File: src/common/lpmarb_pkg.sv
// Purpose: Constants and types for the low-power mode entry arbiter
// Assumes: 100 MHz i_ref_clk, APB with 32-bit data
// Notes:   Mode codes grow with depth so that demotion is a minimum
//
// Notes on behaviour
// - Clock above 50 kHz: high-frequency.
// - Clock at or below 50 kHz: low-frequency.
// - No internal clock: unclocked.
// - Unsupported request enters a mode that supports all peripherals.
// - DMA transfers only when active, waits in any mode below shutdown.
// - DMA trigger goes active for the transfer, then returns.
// - Busy checksum, multiplier or cipher postpones entry.
// - Timer: sub-main or fast external is HF, aux LF, slow external unclocked.
// - UART: sub-main HF, aux LF, unclocked while awaiting a start edge.
// - I2C target unclocked while awaiting START or on slow external clock.
// - Converter: sub-main or module oscillator HF, aux LF, unclocked awaiting trigger.
// - Display and calendar are only ever low-frequency.
// - Scan interface: sub-main HF, aux or scan oscillator LF, never unclocked.
// - FRAM-off wake adds latency only when the wake needs FRAM.
// - Interrupt wakes modes one to five, then returns.
// - Shutdown drops core supply; wake resets core and peripherals.
`default_nettype none
package lpmarb_pkg;
    localparam int NSLOT = 8;
    localparam logic [2:0] MODE_ACTIVE = 3'h0;
    localparam logic [2:0] MODE_CPU_OFF = 3'h1;
    localparam logic [2:0] MODE_CPU_OFF_SLOW = 3'h2;
    localparam logic [2:0] MODE_STBY_FAST = 3'h3;
    localparam logic [2:0] MODE_STANDBY = 3'h4;
    localparam logic [2:0] MODE_ALL_OFF = 3'h5;
    localparam logic [2:0] MODE_CAL_SHUT = 3'h6;
    localparam logic [2:0] MODE_FULL_SHUT = 3'h7;
    // Peripheral kinds
    localparam logic [2:0] K_GENERIC = 3'h0;
    localparam logic [2:0] K_TIMER = 3'h1;
    localparam logic [2:0] K_UART = 3'h2;
    localparam logic [2:0] K_I2C_TGT = 3'h3;
    localparam logic [2:0] K_CONV = 3'h4;
    localparam logic [2:0] K_DISPLAY = 3'h5;
    localparam logic [2:0] K_CALENDAR = 3'h6;
    localparam logic [2:0] K_SCAN = 3'h7;
    // Clock sources
    localparam logic [2:0] C_NONE = 3'h0;
    localparam logic [2:0] C_SUB_MAIN = 3'h1;
    localparam logic [2:0] C_AUX = 3'h2;
    localparam logic [2:0] C_EXT = 3'h3;
    localparam logic [2:0] C_MOD_OSC = 3'h4;
    localparam logic [2:0] C_VLO = 3'h5;
    localparam logic [2:0] C_LOW_FREQ_CRYSTAL_CLOCK = 3'h6;
    localparam logic [2:0] C_SCAN_OSC = 3'h7;
    localparam logic [7:0] LF_MAX_KHZ = 8'h32;
    typedef enum logic [1:0] {LPMARB_IDLE, LPMARB_UNCLK, LPMARB_LF, LPMARB_HF} lpmarb_cls_t;
    typedef enum logic [2:0] {S_ACTIVE, S_POSTPONE, S_LOW, S_DMA, S_FWAKE, S_IRQ, S_SHUT} lpmarb_st_t;
    // Register map
    localparam logic [7:0] A_CTRL = 8'h00;
    localparam logic [7:0] A_STATUS = 8'h04;
    localparam logic [7:0] A_SLOT0 = 8'h10;
    localparam logic [7:0] A_SLOT_END = 8'h30;
    localparam int F_FRAM_OFF = 3;
    localparam int F_DEMOTED = 6;
    localparam int F_POSTPONED = 7;
    localparam int F_LIMIT = 8;
    localparam int F_KIND = 0;
    localparam int F_SRC = 3;
    localparam int F_EN = 6;
    localparam int F_KHZ = 8;
    localparam logic [15:0] SLOT_RST = 16'h0000;
    // FRAM wake latency
    localparam int FRAM_WAKE_NS = 1000;
    localparam int CLK_NS = 10;
    localparam int FRAM_WAKE_CYC = (FRAM_WAKE_NS + CLK_NS - 1) / CLK_NS;
    localparam int FW = 8;
endpackage : lpmarb_pkg
`default_nettype wire

File: src/lpmarb_sync.sv
// Purpose: Two-stage synchroniser for pin inputs
// Assumes: Inputs are levels from outside the clock domain
// Notes:   Only the second stage is read outside
`default_nettype none
module lpmarb_sync #(
    parameter int W = 2
) (
    // Clock and reset
    input wire logic i_ref_clk,
    input wire logic i_resetn,
    // Data
    input wire logic [W-1:0] i_d,
    output logic [W-1:0] o_q
);
    typedef struct packed {
        logic [W-1:0] s1;
        logic [W-1:0] s2;
    } lpmarb_sync_t;
    lpmarb_sync_t st_r;
    lpmarb_sync_t st_nxt;
    always_comb begin
        st_nxt.s1 = i_d;
        st_nxt.s2 = st_r.s1;
    end
    always_ff @(posedge i_ref_clk or negedge i_resetn) begin
        if (!i_resetn) begin
            st_r <= '0;
        end else begin
            st_r <= st_nxt;
        end
    end
    assign o_q = st_r.s2;
endmodule : lpmarb_sync
`default_nettype wire

File: src/lpmarb_classify.sv
// Purpose: Classify one peripheral slot by clock source and kind
// Assumes: Slot fields come from a software-written register
// Notes:   Purely combinational; external clocks flagged separately
`default_nettype none
module lpmarb_classify (
    // Slot configuration
    input wire logic [2:0] i_kind,
    input wire logic [2:0] i_src,
    input wire logic [7:0] i_khz,
    input wire logic i_en,
    input wire logic i_waiting,
    // Result
    output lpmarb_pkg::lpmarb_cls_t o_cls,
    output logic o_ext
);
    lpmarb_pkg::lpmarb_cls_t base;
    logic fast_ext;
    always_comb begin
        fast_ext = (i_khz > lpmarb_pkg::LF_MAX_KHZ);
        case (i_src)
            lpmarb_pkg::C_SUB_MAIN, lpmarb_pkg::C_MOD_OSC: base = lpmarb_pkg::LPMARB_HF;
            lpmarb_pkg::C_AUX, lpmarb_pkg::C_VLO, lpmarb_pkg::C_LOW_FREQ_CRYSTAL_CLOCK,
            lpmarb_pkg::C_SCAN_OSC: base = lpmarb_pkg::LPMARB_LF;
            lpmarb_pkg::C_EXT: base = fast_ext ? lpmarb_pkg::LPMARB_HF : lpmarb_pkg::LPMARB_LF;
            default: base = lpmarb_pkg::LPMARB_UNCLK;
        endcase
        o_cls = base;
        case (i_kind)
            lpmarb_pkg::K_TIMER: begin
                if (i_src == lpmarb_pkg::C_EXT && !fast_ext) begin
                    o_cls = lpmarb_pkg::LPMARB_UNCLK;
                end
            end
            lpmarb_pkg::K_UART, lpmarb_pkg::K_CONV: begin
                if (i_waiting) begin
                    o_cls = lpmarb_pkg::LPMARB_UNCLK;
                end
            end
            lpmarb_pkg::K_I2C_TGT: begin
                if (i_waiting || (i_src == lpmarb_pkg::C_EXT && !fast_ext)) begin
                    o_cls = lpmarb_pkg::LPMARB_UNCLK;
                end
            end
            lpmarb_pkg::K_DISPLAY, lpmarb_pkg::K_CALENDAR: o_cls = lpmarb_pkg::LPMARB_LF;
            lpmarb_pkg::K_SCAN: begin
                if (base != lpmarb_pkg::LPMARB_HF) begin
                    o_cls = lpmarb_pkg::LPMARB_LF;
                end
            end
            default: o_cls = base;
        endcase
        if (!i_en) begin
            o_cls = lpmarb_pkg::LPMARB_IDLE;
        end
        o_ext = i_en && (i_src == lpmarb_pkg::C_EXT);
    end
endmodule : lpmarb_classify
`default_nettype wire

File: src/lpmarb_top.sv
// Purpose: Low-power mode entry arbiter with APB register access
// Assumes: Busy, waiting, done and return inputs share i_ref_clk
// Notes:   Wake pins pass a two-stage synchroniser first
//
// The implementer's own choices: the register addresses and register access over APB.
`default_nettype none
module lpmarb_top (
    // Clock and reset
    input wire logic i_ref_clk,
    input wire logic i_resetn,
    // APB slave
    input wire logic i_psel,
    input wire logic i_penable,
    input wire logic i_pwrite,
    input wire logic [7:0] i_paddr,
    input wire logic [31:0] i_pwdata,
    output logic [31:0] o_prdata,
    output logic o_pready,
    output logic o_pslverr,
    // Peripheral status
    input wire logic [lpmarb_pkg::NSLOT-1:0] i_periph_waiting,
    input wire logic i_crc_busy,
    input wire logic i_mpy_busy,
    input wire logic i_aes_busy,
    input wire logic i_dma_done,
    input wire logic i_irq_return,
    // Pins from outside the domain
    input wire logic i_dma_trig,
    input wire logic i_wake_event,
    // Power control
    output logic [2:0] o_mode,
    output logic o_cpu_run,
    output logic o_fram_on,
    output logic o_fast_clk_en,
    output logic o_aux_clk_en,
    output logic o_core_supply_on,
    output logic o_core_reset,
    output logic o_dma_go
);
    // ********
    // State
    // ********
    typedef struct packed {
        lpmarb_pkg::lpmarb_st_t st;
        logic [2:0] req;
        logic [2:0] mode;
        logic [2:0] lim;
        logic fram_off;
        logic demoted;
        logic postponed;
        logic [lpmarb_pkg::NSLOT-1:0][15:0] slot;
        logic [lpmarb_pkg::FW-1:0] fcnt;
        logic [31:0] prdata;
        logic pready;
        logic pslverr;
        logic cpu_run;
        logic fram_on;
        logic fast_en;
        logic aux_en;
        logic supply_on;
        logic core_reset;
        logic dma_go;
    } lpmarb_state_t;

    lpmarb_state_t st_r;
    lpmarb_state_t st_nxt;

    // ********
    // Pin synchronisers
    // ********
    logic [1:0] pins_q;
    logic dma_trig_s;
    logic wake_s;

    lpmarb_sync #(
        .W(2)
    ) u_sync (
        .i_ref_clk(i_ref_clk),
        .i_resetn(i_resetn),
        .i_d({i_dma_trig, i_wake_event}),
        .o_q(pins_q)
    );
    assign dma_trig_s = pins_q[1];
    assign wake_s = pins_q[0];

    // ********
    // Peripheral classification
    // ********
    lpmarb_pkg::lpmarb_cls_t cls [lpmarb_pkg::NSLOT];
    logic [lpmarb_pkg::NSLOT-1:0] ext;
    logic [lpmarb_pkg::NSLOT-1:0] is_hf;
    logic [lpmarb_pkg::NSLOT-1:0] is_lf;
    logic [lpmarb_pkg::NSLOT-1:0] is_uc;

    genvar gi;
    generate
        for (gi = 0; gi < lpmarb_pkg::NSLOT; gi++) begin : g_slot
            lpmarb_classify u_cls (
                .i_kind(st_r.slot[gi][lpmarb_pkg::F_KIND +: 3]),
                .i_src(st_r.slot[gi][lpmarb_pkg::F_SRC +: 3]),
                .i_khz(st_r.slot[gi][lpmarb_pkg::F_KHZ +: 8]),
                .i_en(st_r.slot[gi][lpmarb_pkg::F_EN]),
                .i_waiting(i_periph_waiting[gi]),
                .o_cls(cls[gi]),
                .o_ext(ext[gi])
            );
            // External clocks never force a shallower mode
            assign is_hf[gi] = !ext[gi] && cls[gi] == lpmarb_pkg::LPMARB_HF;
            assign is_lf[gi] = !ext[gi] && cls[gi] == lpmarb_pkg::LPMARB_LF;
            assign is_uc[gi] = !ext[gi] && cls[gi] == lpmarb_pkg::LPMARB_UNCLK;
        end
    endgenerate

    // ********
    // Deepest permitted mode
    // ********
    logic [2:0] limit;
    logic busy;

    always_comb begin
        if (|is_hf) begin
            limit = lpmarb_pkg::MODE_CPU_OFF_SLOW;
        end else if (|is_lf) begin
            limit = lpmarb_pkg::MODE_STANDBY;
        end else if (|is_uc) begin
            limit = lpmarb_pkg::MODE_ALL_OFF;
        end else begin
            limit = lpmarb_pkg::MODE_FULL_SHUT;
        end
    end

    assign busy = i_crc_busy || i_mpy_busy || i_aes_busy;

    function automatic logic [2:0] grant(input logic [2:0] req, input logic [2:0] lim);
        grant = (req > lim) ? lim : req;
    endfunction : grant

    // ********
    // APB decode
    // ********
    logic setup;
    logic wr_acc;
    logic mapped;
    logic is_slot;
    logic [2:0] slot_idx;
    logic [7:0] slot_off;

    assign setup = i_psel && !i_penable;
    assign wr_acc = i_psel && i_penable && st_r.pready && i_pwrite && !st_r.pslverr;
    assign slot_off = i_paddr - lpmarb_pkg::A_SLOT0;
    assign slot_idx = slot_off[4:2];
    assign is_slot = i_paddr >= lpmarb_pkg::A_SLOT0 && i_paddr < lpmarb_pkg::A_SLOT_END
        && i_paddr[1:0] == 2'h0;
    assign mapped = i_paddr == lpmarb_pkg::A_CTRL || i_paddr == lpmarb_pkg::A_STATUS || is_slot;

    // ********
    // Next state
    // ********
    logic req_new;
    logic [2:0] eff;

    always_comb begin
        st_nxt = st_r;
        req_new = 1'b0;
        st_nxt.core_reset = 1'b0;
        st_nxt.lim = limit;

        // Bus answer one cycle after setup
        st_nxt.pready = setup;
        st_nxt.pslverr = setup && !mapped;
        if (setup) begin
            st_nxt.prdata = 32'h0000_0000;
            if (i_paddr == lpmarb_pkg::A_CTRL) begin
                st_nxt.prdata[2:0] = st_r.req;
                st_nxt.prdata[lpmarb_pkg::F_FRAM_OFF] = st_r.fram_off;
            end else if (i_paddr == lpmarb_pkg::A_STATUS) begin
                st_nxt.prdata[2:0] = st_r.mode;
                st_nxt.prdata[lpmarb_pkg::F_DEMOTED] = st_r.demoted;
                st_nxt.prdata[lpmarb_pkg::F_POSTPONED] = st_r.postponed;
                st_nxt.prdata[lpmarb_pkg::F_LIMIT +: 3] = st_r.lim;
            end else if (is_slot) begin
                st_nxt.prdata[15:0] = st_r.slot[slot_idx];
            end
        end

        if (wr_acc) begin
            if (i_paddr == lpmarb_pkg::A_CTRL) begin
                st_nxt.req = i_pwdata[2:0];
                st_nxt.fram_off = i_pwdata[lpmarb_pkg::F_FRAM_OFF];
                req_new = 1'b1;
            end else if (i_paddr == lpmarb_pkg::A_STATUS) begin
                if (i_pwdata[lpmarb_pkg::F_DEMOTED]) begin
                    st_nxt.demoted = 1'b0;
                end
            end else begin
                st_nxt.slot[slot_idx] = i_pwdata[15:0];
            end
        end

        eff = grant(st_r.req, limit);

        case (st_r.st)
            lpmarb_pkg::S_ACTIVE: begin
                st_nxt.mode = lpmarb_pkg::MODE_ACTIVE;
                if (req_new && i_pwdata[2:0] != lpmarb_pkg::MODE_ACTIVE) begin
                    st_nxt.st = lpmarb_pkg::S_POSTPONE;
                end
            end
            lpmarb_pkg::S_POSTPONE: begin
                st_nxt.postponed = busy;
                if (st_r.req == lpmarb_pkg::MODE_ACTIVE) begin
                    st_nxt.st = lpmarb_pkg::S_ACTIVE;
                end else if (!busy) begin
                    st_nxt.mode = eff;
                    if (eff != st_r.req) begin
                        st_nxt.demoted = 1'b1;
                    end
                    if (eff >= lpmarb_pkg::MODE_CAL_SHUT) begin
                        st_nxt.st = lpmarb_pkg::S_SHUT;
                    end else begin
                        st_nxt.st = lpmarb_pkg::S_LOW;
                    end
                end
            end
            lpmarb_pkg::S_LOW: begin
                // Interrupt takes priority over a DMA trigger
                if (wake_s) begin
                    if (st_r.fram_off) begin
                        st_nxt.st = lpmarb_pkg::S_FWAKE;
                        st_nxt.fcnt = lpmarb_pkg::FW'(lpmarb_pkg::FRAM_WAKE_CYC - 1);
                    end else begin
                        st_nxt.st = lpmarb_pkg::S_IRQ;
                    end
                end else if (dma_trig_s) begin
                    st_nxt.st = lpmarb_pkg::S_DMA;
                end
            end
            lpmarb_pkg::S_DMA: begin
                // Transfer to RAM needs no FRAM, so no wake delay
                if (i_dma_done) begin
                    st_nxt.st = lpmarb_pkg::S_LOW;
                end
            end
            lpmarb_pkg::S_FWAKE: begin
                if (st_r.fcnt == '0) begin
                    st_nxt.st = lpmarb_pkg::S_IRQ;
                end else begin
                    st_nxt.fcnt = st_r.fcnt - 1'b1;
                end
            end
            lpmarb_pkg::S_IRQ: begin
                if (i_irq_return) begin
                    st_nxt.st = lpmarb_pkg::S_POSTPONE;
                end
            end
            lpmarb_pkg::S_SHUT: begin
                if (wake_s) begin
                    // Core comes back from reset; slot setup is lost
                    st_nxt.st = lpmarb_pkg::S_ACTIVE;
                    st_nxt.core_reset = 1'b1;
                    st_nxt.req = lpmarb_pkg::MODE_ACTIVE;
                    st_nxt.mode = lpmarb_pkg::MODE_ACTIVE;
                    st_nxt.fram_off = 1'b0;
                    for (int k = 0; k < lpmarb_pkg::NSLOT; k++) begin
                        st_nxt.slot[k] = lpmarb_pkg::SLOT_RST;
                    end
                end
            end
            default: st_nxt.st = lpmarb_pkg::S_ACTIVE;
        endcase

        // Mode-derived controls, registered for clean outputs
        case (st_nxt.st)
            lpmarb_pkg::S_ACTIVE, lpmarb_pkg::S_POSTPONE, lpmarb_pkg::S_IRQ: begin
                st_nxt.cpu_run = 1'b1;
                st_nxt.fram_on = 1'b1;
                st_nxt.fast_en = 1'b1;
                st_nxt.aux_en = 1'b1;
                st_nxt.supply_on = 1'b1;
                st_nxt.dma_go = 1'b1;
            end
            lpmarb_pkg::S_DMA: begin
                st_nxt.cpu_run = 1'b0;
                st_nxt.fram_on = !st_r.fram_off;
                st_nxt.fast_en = 1'b1;
                st_nxt.aux_en = 1'b1;
                st_nxt.supply_on = 1'b1;
                st_nxt.dma_go = 1'b1;
            end
            lpmarb_pkg::S_FWAKE: begin
                st_nxt.cpu_run = 1'b0;
                st_nxt.fram_on = 1'b1;
                st_nxt.fast_en = 1'b1;
                st_nxt.aux_en = 1'b1;
                st_nxt.supply_on = 1'b1;
                st_nxt.dma_go = 1'b0;
            end
            default: begin
                // Low-power and shutdown: DMA idle; only low-power waits for a trigger, shutdown ignores it
                st_nxt.cpu_run = 1'b0;
                st_nxt.fram_on = st_nxt.mode == lpmarb_pkg::MODE_CPU_OFF && !st_r.fram_off;
                st_nxt.fast_en = st_nxt.mode <= lpmarb_pkg::MODE_CPU_OFF_SLOW;
                st_nxt.aux_en = st_nxt.mode <= lpmarb_pkg::MODE_STANDBY;
                st_nxt.supply_on = st_nxt.mode < lpmarb_pkg::MODE_CAL_SHUT;
                st_nxt.dma_go = 1'b0;
            end
        endcase
    end

    // ********
    // Registers
    // ********
    always_ff @(posedge i_ref_clk or negedge i_resetn) begin
        if (!i_resetn) begin
            st_r <= '0;
            st_r.st <= lpmarb_pkg::S_ACTIVE;
            st_r.lim <= lpmarb_pkg::MODE_FULL_SHUT;
            st_r.cpu_run <= 1'b1;
            st_r.fram_on <= 1'b1;
            st_r.fast_en <= 1'b1;
            st_r.aux_en <= 1'b1;
            st_r.supply_on <= 1'b1;
            st_r.dma_go <= 1'b1;
        end else begin
            st_r <= st_nxt;
        end
    end

    assign o_prdata = st_r.prdata;
    assign o_pready = st_r.pready;
    assign o_pslverr = st_r.pslverr;
    assign o_mode = st_r.mode;
    assign o_cpu_run = st_r.cpu_run;
    assign o_fram_on = st_r.fram_on;
    assign o_fast_clk_en = st_r.fast_en;
    assign o_aux_clk_en = st_r.aux_en;
    assign o_core_supply_on = st_r.supply_on;
    assign o_core_reset = st_r.core_reset;
    assign o_dma_go = st_r.dma_go;
endmodule : lpmarb_top
`default_nettype wire

File: config.mk
export PLATFORM = sky130hd
export DESIGN_NAME = lpmarb_top
export DESIGN_NICKNAME = d
export VERILOG_FILES = /design/src/common/lpmarb_pkg.sv /design/src/lpmarb_sync.sv /design/src/lpmarb_classify.sv /design/src/lpmarb_top.sv
export SDC_FILE = /design/constraint.sdc
export NUM_CORES = 1
export LEC_CHECK = 0
export BUFFER_PORTS_ARGS = -buffer_cell sky130_fd_sc_hd__buf_2
export CORE_ASPECT_RATIO = 1.75
export CORE_MARGIN = 10
export CORE_UTILIZATION = 37
export CTS_CLUSTER_DIAMETER = 100
export DETAILED_ROUTE_END_ITERATION = 16
export RECOVER_POWER = 25
export REMOVE_ABC_BUFFERS = 1
export SKIP_CTS_REPAIR_TIMING = 1
export SKIP_LAST_GASP = 1
export SYNTH_ARGS = -nofsm -noshare
export SYNTH_HDL_FRONTEND = slang
export SYNTH_SLANG_ARGS = --single-unit
File: constraint.sdc
create_clock -name i_ref_clk -period 10.01 [get_ports i_ref_clk]
set_clock_uncertainty 0.2 [all_clocks]
set_input_delay 2.002 -clock i_ref_clk [delete_from_list [all_inputs] [get_ports i_ref_clk]]
set_output_delay 2.002 -clock i_ref_clk [all_outputs]
set_load 0.01 [all_outputs]
==> metrics.txt <==
status complete, but fails checks; failing checks max-capacitance violations, max-slew violations; leakage 5.177 nW; YS warnings 0; P&R area growth vs syn 7.751%; GRT met1 Usage 20.47%; Max-Cap Viols 2; grt peak-use layer met2; Hold Crit Class flip-flop to flip-flop; CTS tree yes; Synth async-reset ratio 100.0%; Rel. slew slack -128.9%; die area 0.03718 mm^2; critical path type input pin to flip-flop; Placer Congestion 0.9368; fin crit share 59.00%; RSZ-0062 raised after global routing no; Core Area 0.02929 mm^2; Starting Density 37.43%; routed vias/inst 5.755; Worst R2R Path Depth 16; Die H 247.7 um; synthesized instance count 1258; final total power 0.001809 W; Final WS setup 4.104 ns; drt first pass iters 5; final hold vios 0; crit start category input pin; Reg2Reg Setup Slack 4.68 ns; M3 GR Usage 3.392%; Critical Path End Type flip-flop; number of buffers created by CTS 17; synthesized-area fraction occupied by xor and xnor cells 0.7192%; Post-DRT Antenna Nets 0; Max FO, Critical Path 8; Port Buffer Count 71; Setup violations, final 0; hold path depth 0; GRT Overall Usage 18.41%; first-pass GRT wire length 52880 um; Post-Synth Adder-Cell Area 0.4566%; main combinational cell family by area after synthesis compound AO/OA/AOI/OAI gates; post-synthesis mux area share 11.83%; Critical Path AT 6.02 ns; Mapped Area 0.01096 mm^2; chip width 150.1 um; minimum clock period 5.906 ns; initial DRC count 642; most frequent cells in the layout 259 x nand2_1, 171 x dfrtp_1, 131 x a21oi_1, 85 x o21ai_0, 82 x nor2_1; clock sinks 180; global route overflow 0; DRC Markers 0; Post-Layout Inst Area 0.01181 mm^2; Worst Path Required 10.12 ns; Final nets 1296; post-placement worst setup slack 3.694 ns; num ports 104; Simple-Gate Fraction of Synth Area 19.18%; post-synthesis compound-gate area fraction 19.51%; worst path buffer plus inverter count 3; post-synthesis sequential area ratio 41.20%; n_diodes 0; initial antenna violation count 2; number of global-route vias before repair 9134; largest net degree at the start of global routing 73; commonest non-fill, non-tap cell in the layout nand2_1; Post-synth top flop dfrtp_1; placed cell areas 0.01126 mm^2; synthesized flop and latch total 180; standard-cell rows 83; Peak Freq 169.3 MHz; fin. max-slew vios 130; Clock Tree Buf Depth 2; via count 9363; syn_area_per_cell 8.713 um^2; routed wire length 34200 um; Hold Slack 0.1491 ns; number of synthesized flops with an enable pin 0; share of cells above drive strength 1 13.01%; crit-path max cell delay 0.51 ns; clock-pin slew on the worst setup and hold paths 0.07 ns; critical path depth in cells 17; PD cells 153.2 mW/mm^2; WL/cell 21.02 um; Post-DP HPWL 24090 um; Worst VDD drop 0.1315 mV; CP max-delay cell and4_1; worst-margin pin slew 3.434 ns; post-synthesis cell type count 81; Fin Setup TNS 0 ns; delay-heaviest family, CP compound AO/OA/AOI/OAI gates; met2 GRT Util 32.19%; CTS root buffer clkbuf_16; crit-path cells buf_2 -> inv_1 -> o21ai_0 -> a32o_1 -> o21ai_0 -> o221ai_1 -> a2111oi_0 -> and4_1 -> inv_1 -> ha_1 -> a31oi_1 -> a21oi_1 -> nor2_1 -> mux2i_1 -> a32o_1 -> a41oi_2 -> o41ai_1; CTS H-Tree Depth 4; Worst-Skew Late Latency 0.46 ns
==> cell type report <==
type | instances | area (um^2)
sequential | 180 | 4516
clock inverter | 11 | 101.3
multi-input combinational | 925 | 5732
fill | 2951 | 17480
tap | 382 | 478.0
clock buffer | 21 | 460.4
timing repair buffer | 80 | 417.9
inverter | 28 | 105.1
==> routing by layer <==
metal | vias to the layer above | routed length [um]
met5 | - | 27
met1 | 4573 | 12940
met4 | 4 | 1679
li1 | 4378 | -
met3 | 89 | 1972
met2 | 319 | 17580
==> power by group <==
group,internal [W],total (W),switching (W)
clock network,0.000356,0.000653,0.000297
registers,0.000781,0.000853,0.0000722
logic,0.000120,0.000304,0.000183
total,0.00126,0.00181,0.000552
==> kinds of logic (layout without fill, tap and decap cells) <==
logic type / Yosys count / in the layout
and+or+nand+nor: 467 / 467
AOI/OAI and AO/OA: 340 / 340
DFF: 180 / 180
buffers and inverters: 168 / 140
muxes: 89 / 89
xor gates and xnor gates: 9 / 9
adders and majority gates: 4 / 4
other: 1 / 16
==> registers in the layout, indices dropped and copies added, names as in the netlist, 2 cells and up <==
name           flops
st_r             148
o_prdata          16
o_mode             3
u_sync.o_q         2
u_sync.st_nxt      2
==> synthesized netlist by cell type, types with 5 or more instances <==
cell type	instances	share of area [%]
a22oi_1	5	0.34
and3b_1	7	0.56
o31ai_1	9	0.62
and3_1	9	0.51
o22ai_1	5	0.29
inv_1	28	0.96
a22o_1	7	0.56
mux2i_1	56	5.1
nand3b_1	8	0.55
a21oi_1	131	6.0
dfstp_2	9	2.2
xnor2_1	5	0.40
mux4_2	31	6.4
nor2b_1	8	0.46
buf_4	36	2.5
dfrtp_1	171	39
o21ai_0	85	3.9
a32o_1	6	0.55
nand3_1	23	1.1
a2111oi_0	5	0.40
nand2b_1	12	0.68
nand4_1	5	0.29
nor4_1	5	0.29
nand2_1	259	8.9
a211o_1	5	0.40
clkbuf_1	95	3.3
buf_1	6	0.21
nor3_1	14	0.64
or3_1	8	0.46
o211ai_1	7	0.48
a211oi_1	7	0.48
a31oi_1	13	0.74
nor2_1	82	2.8
nor3b_1	5	0.34
==> path summary, 6_finish.rpt <==
kind | end | from
setup / recovery | o_fram_on$_DFF_PN1_ | i_periph_waiting[0]
hold / removal | u_sync.o_q[1]$_DFF_PN0_ | u_sync.st_nxt[1]$_DFF_PN0_
setup reg to reg | o_fram_on$_DFF_PN1_ | st_r[121]$_DFF_PN0_
hold reg to reg | u_sync.o_q[1]$_DFF_PN0_ | u_sync.st_nxt[1]$_DFF_PN0_
max in group asynchronous | st_r[138]$_DFF_PN0_ | i_resetn
min in group asynchronous | st_r[45]$_DFFE_PN0P_ | i_resetn
==> through the flow <==
step / instances / utilization (%)
floorplan: 1133 / -
global placement: 1595 / 38.46
detailed placement: 1595 / 38.46
CTS: 1627 / 40.38
global route: 1627 / 40.33
finish: 1627 / 40.33
Power figures use the tool's default switching activity.
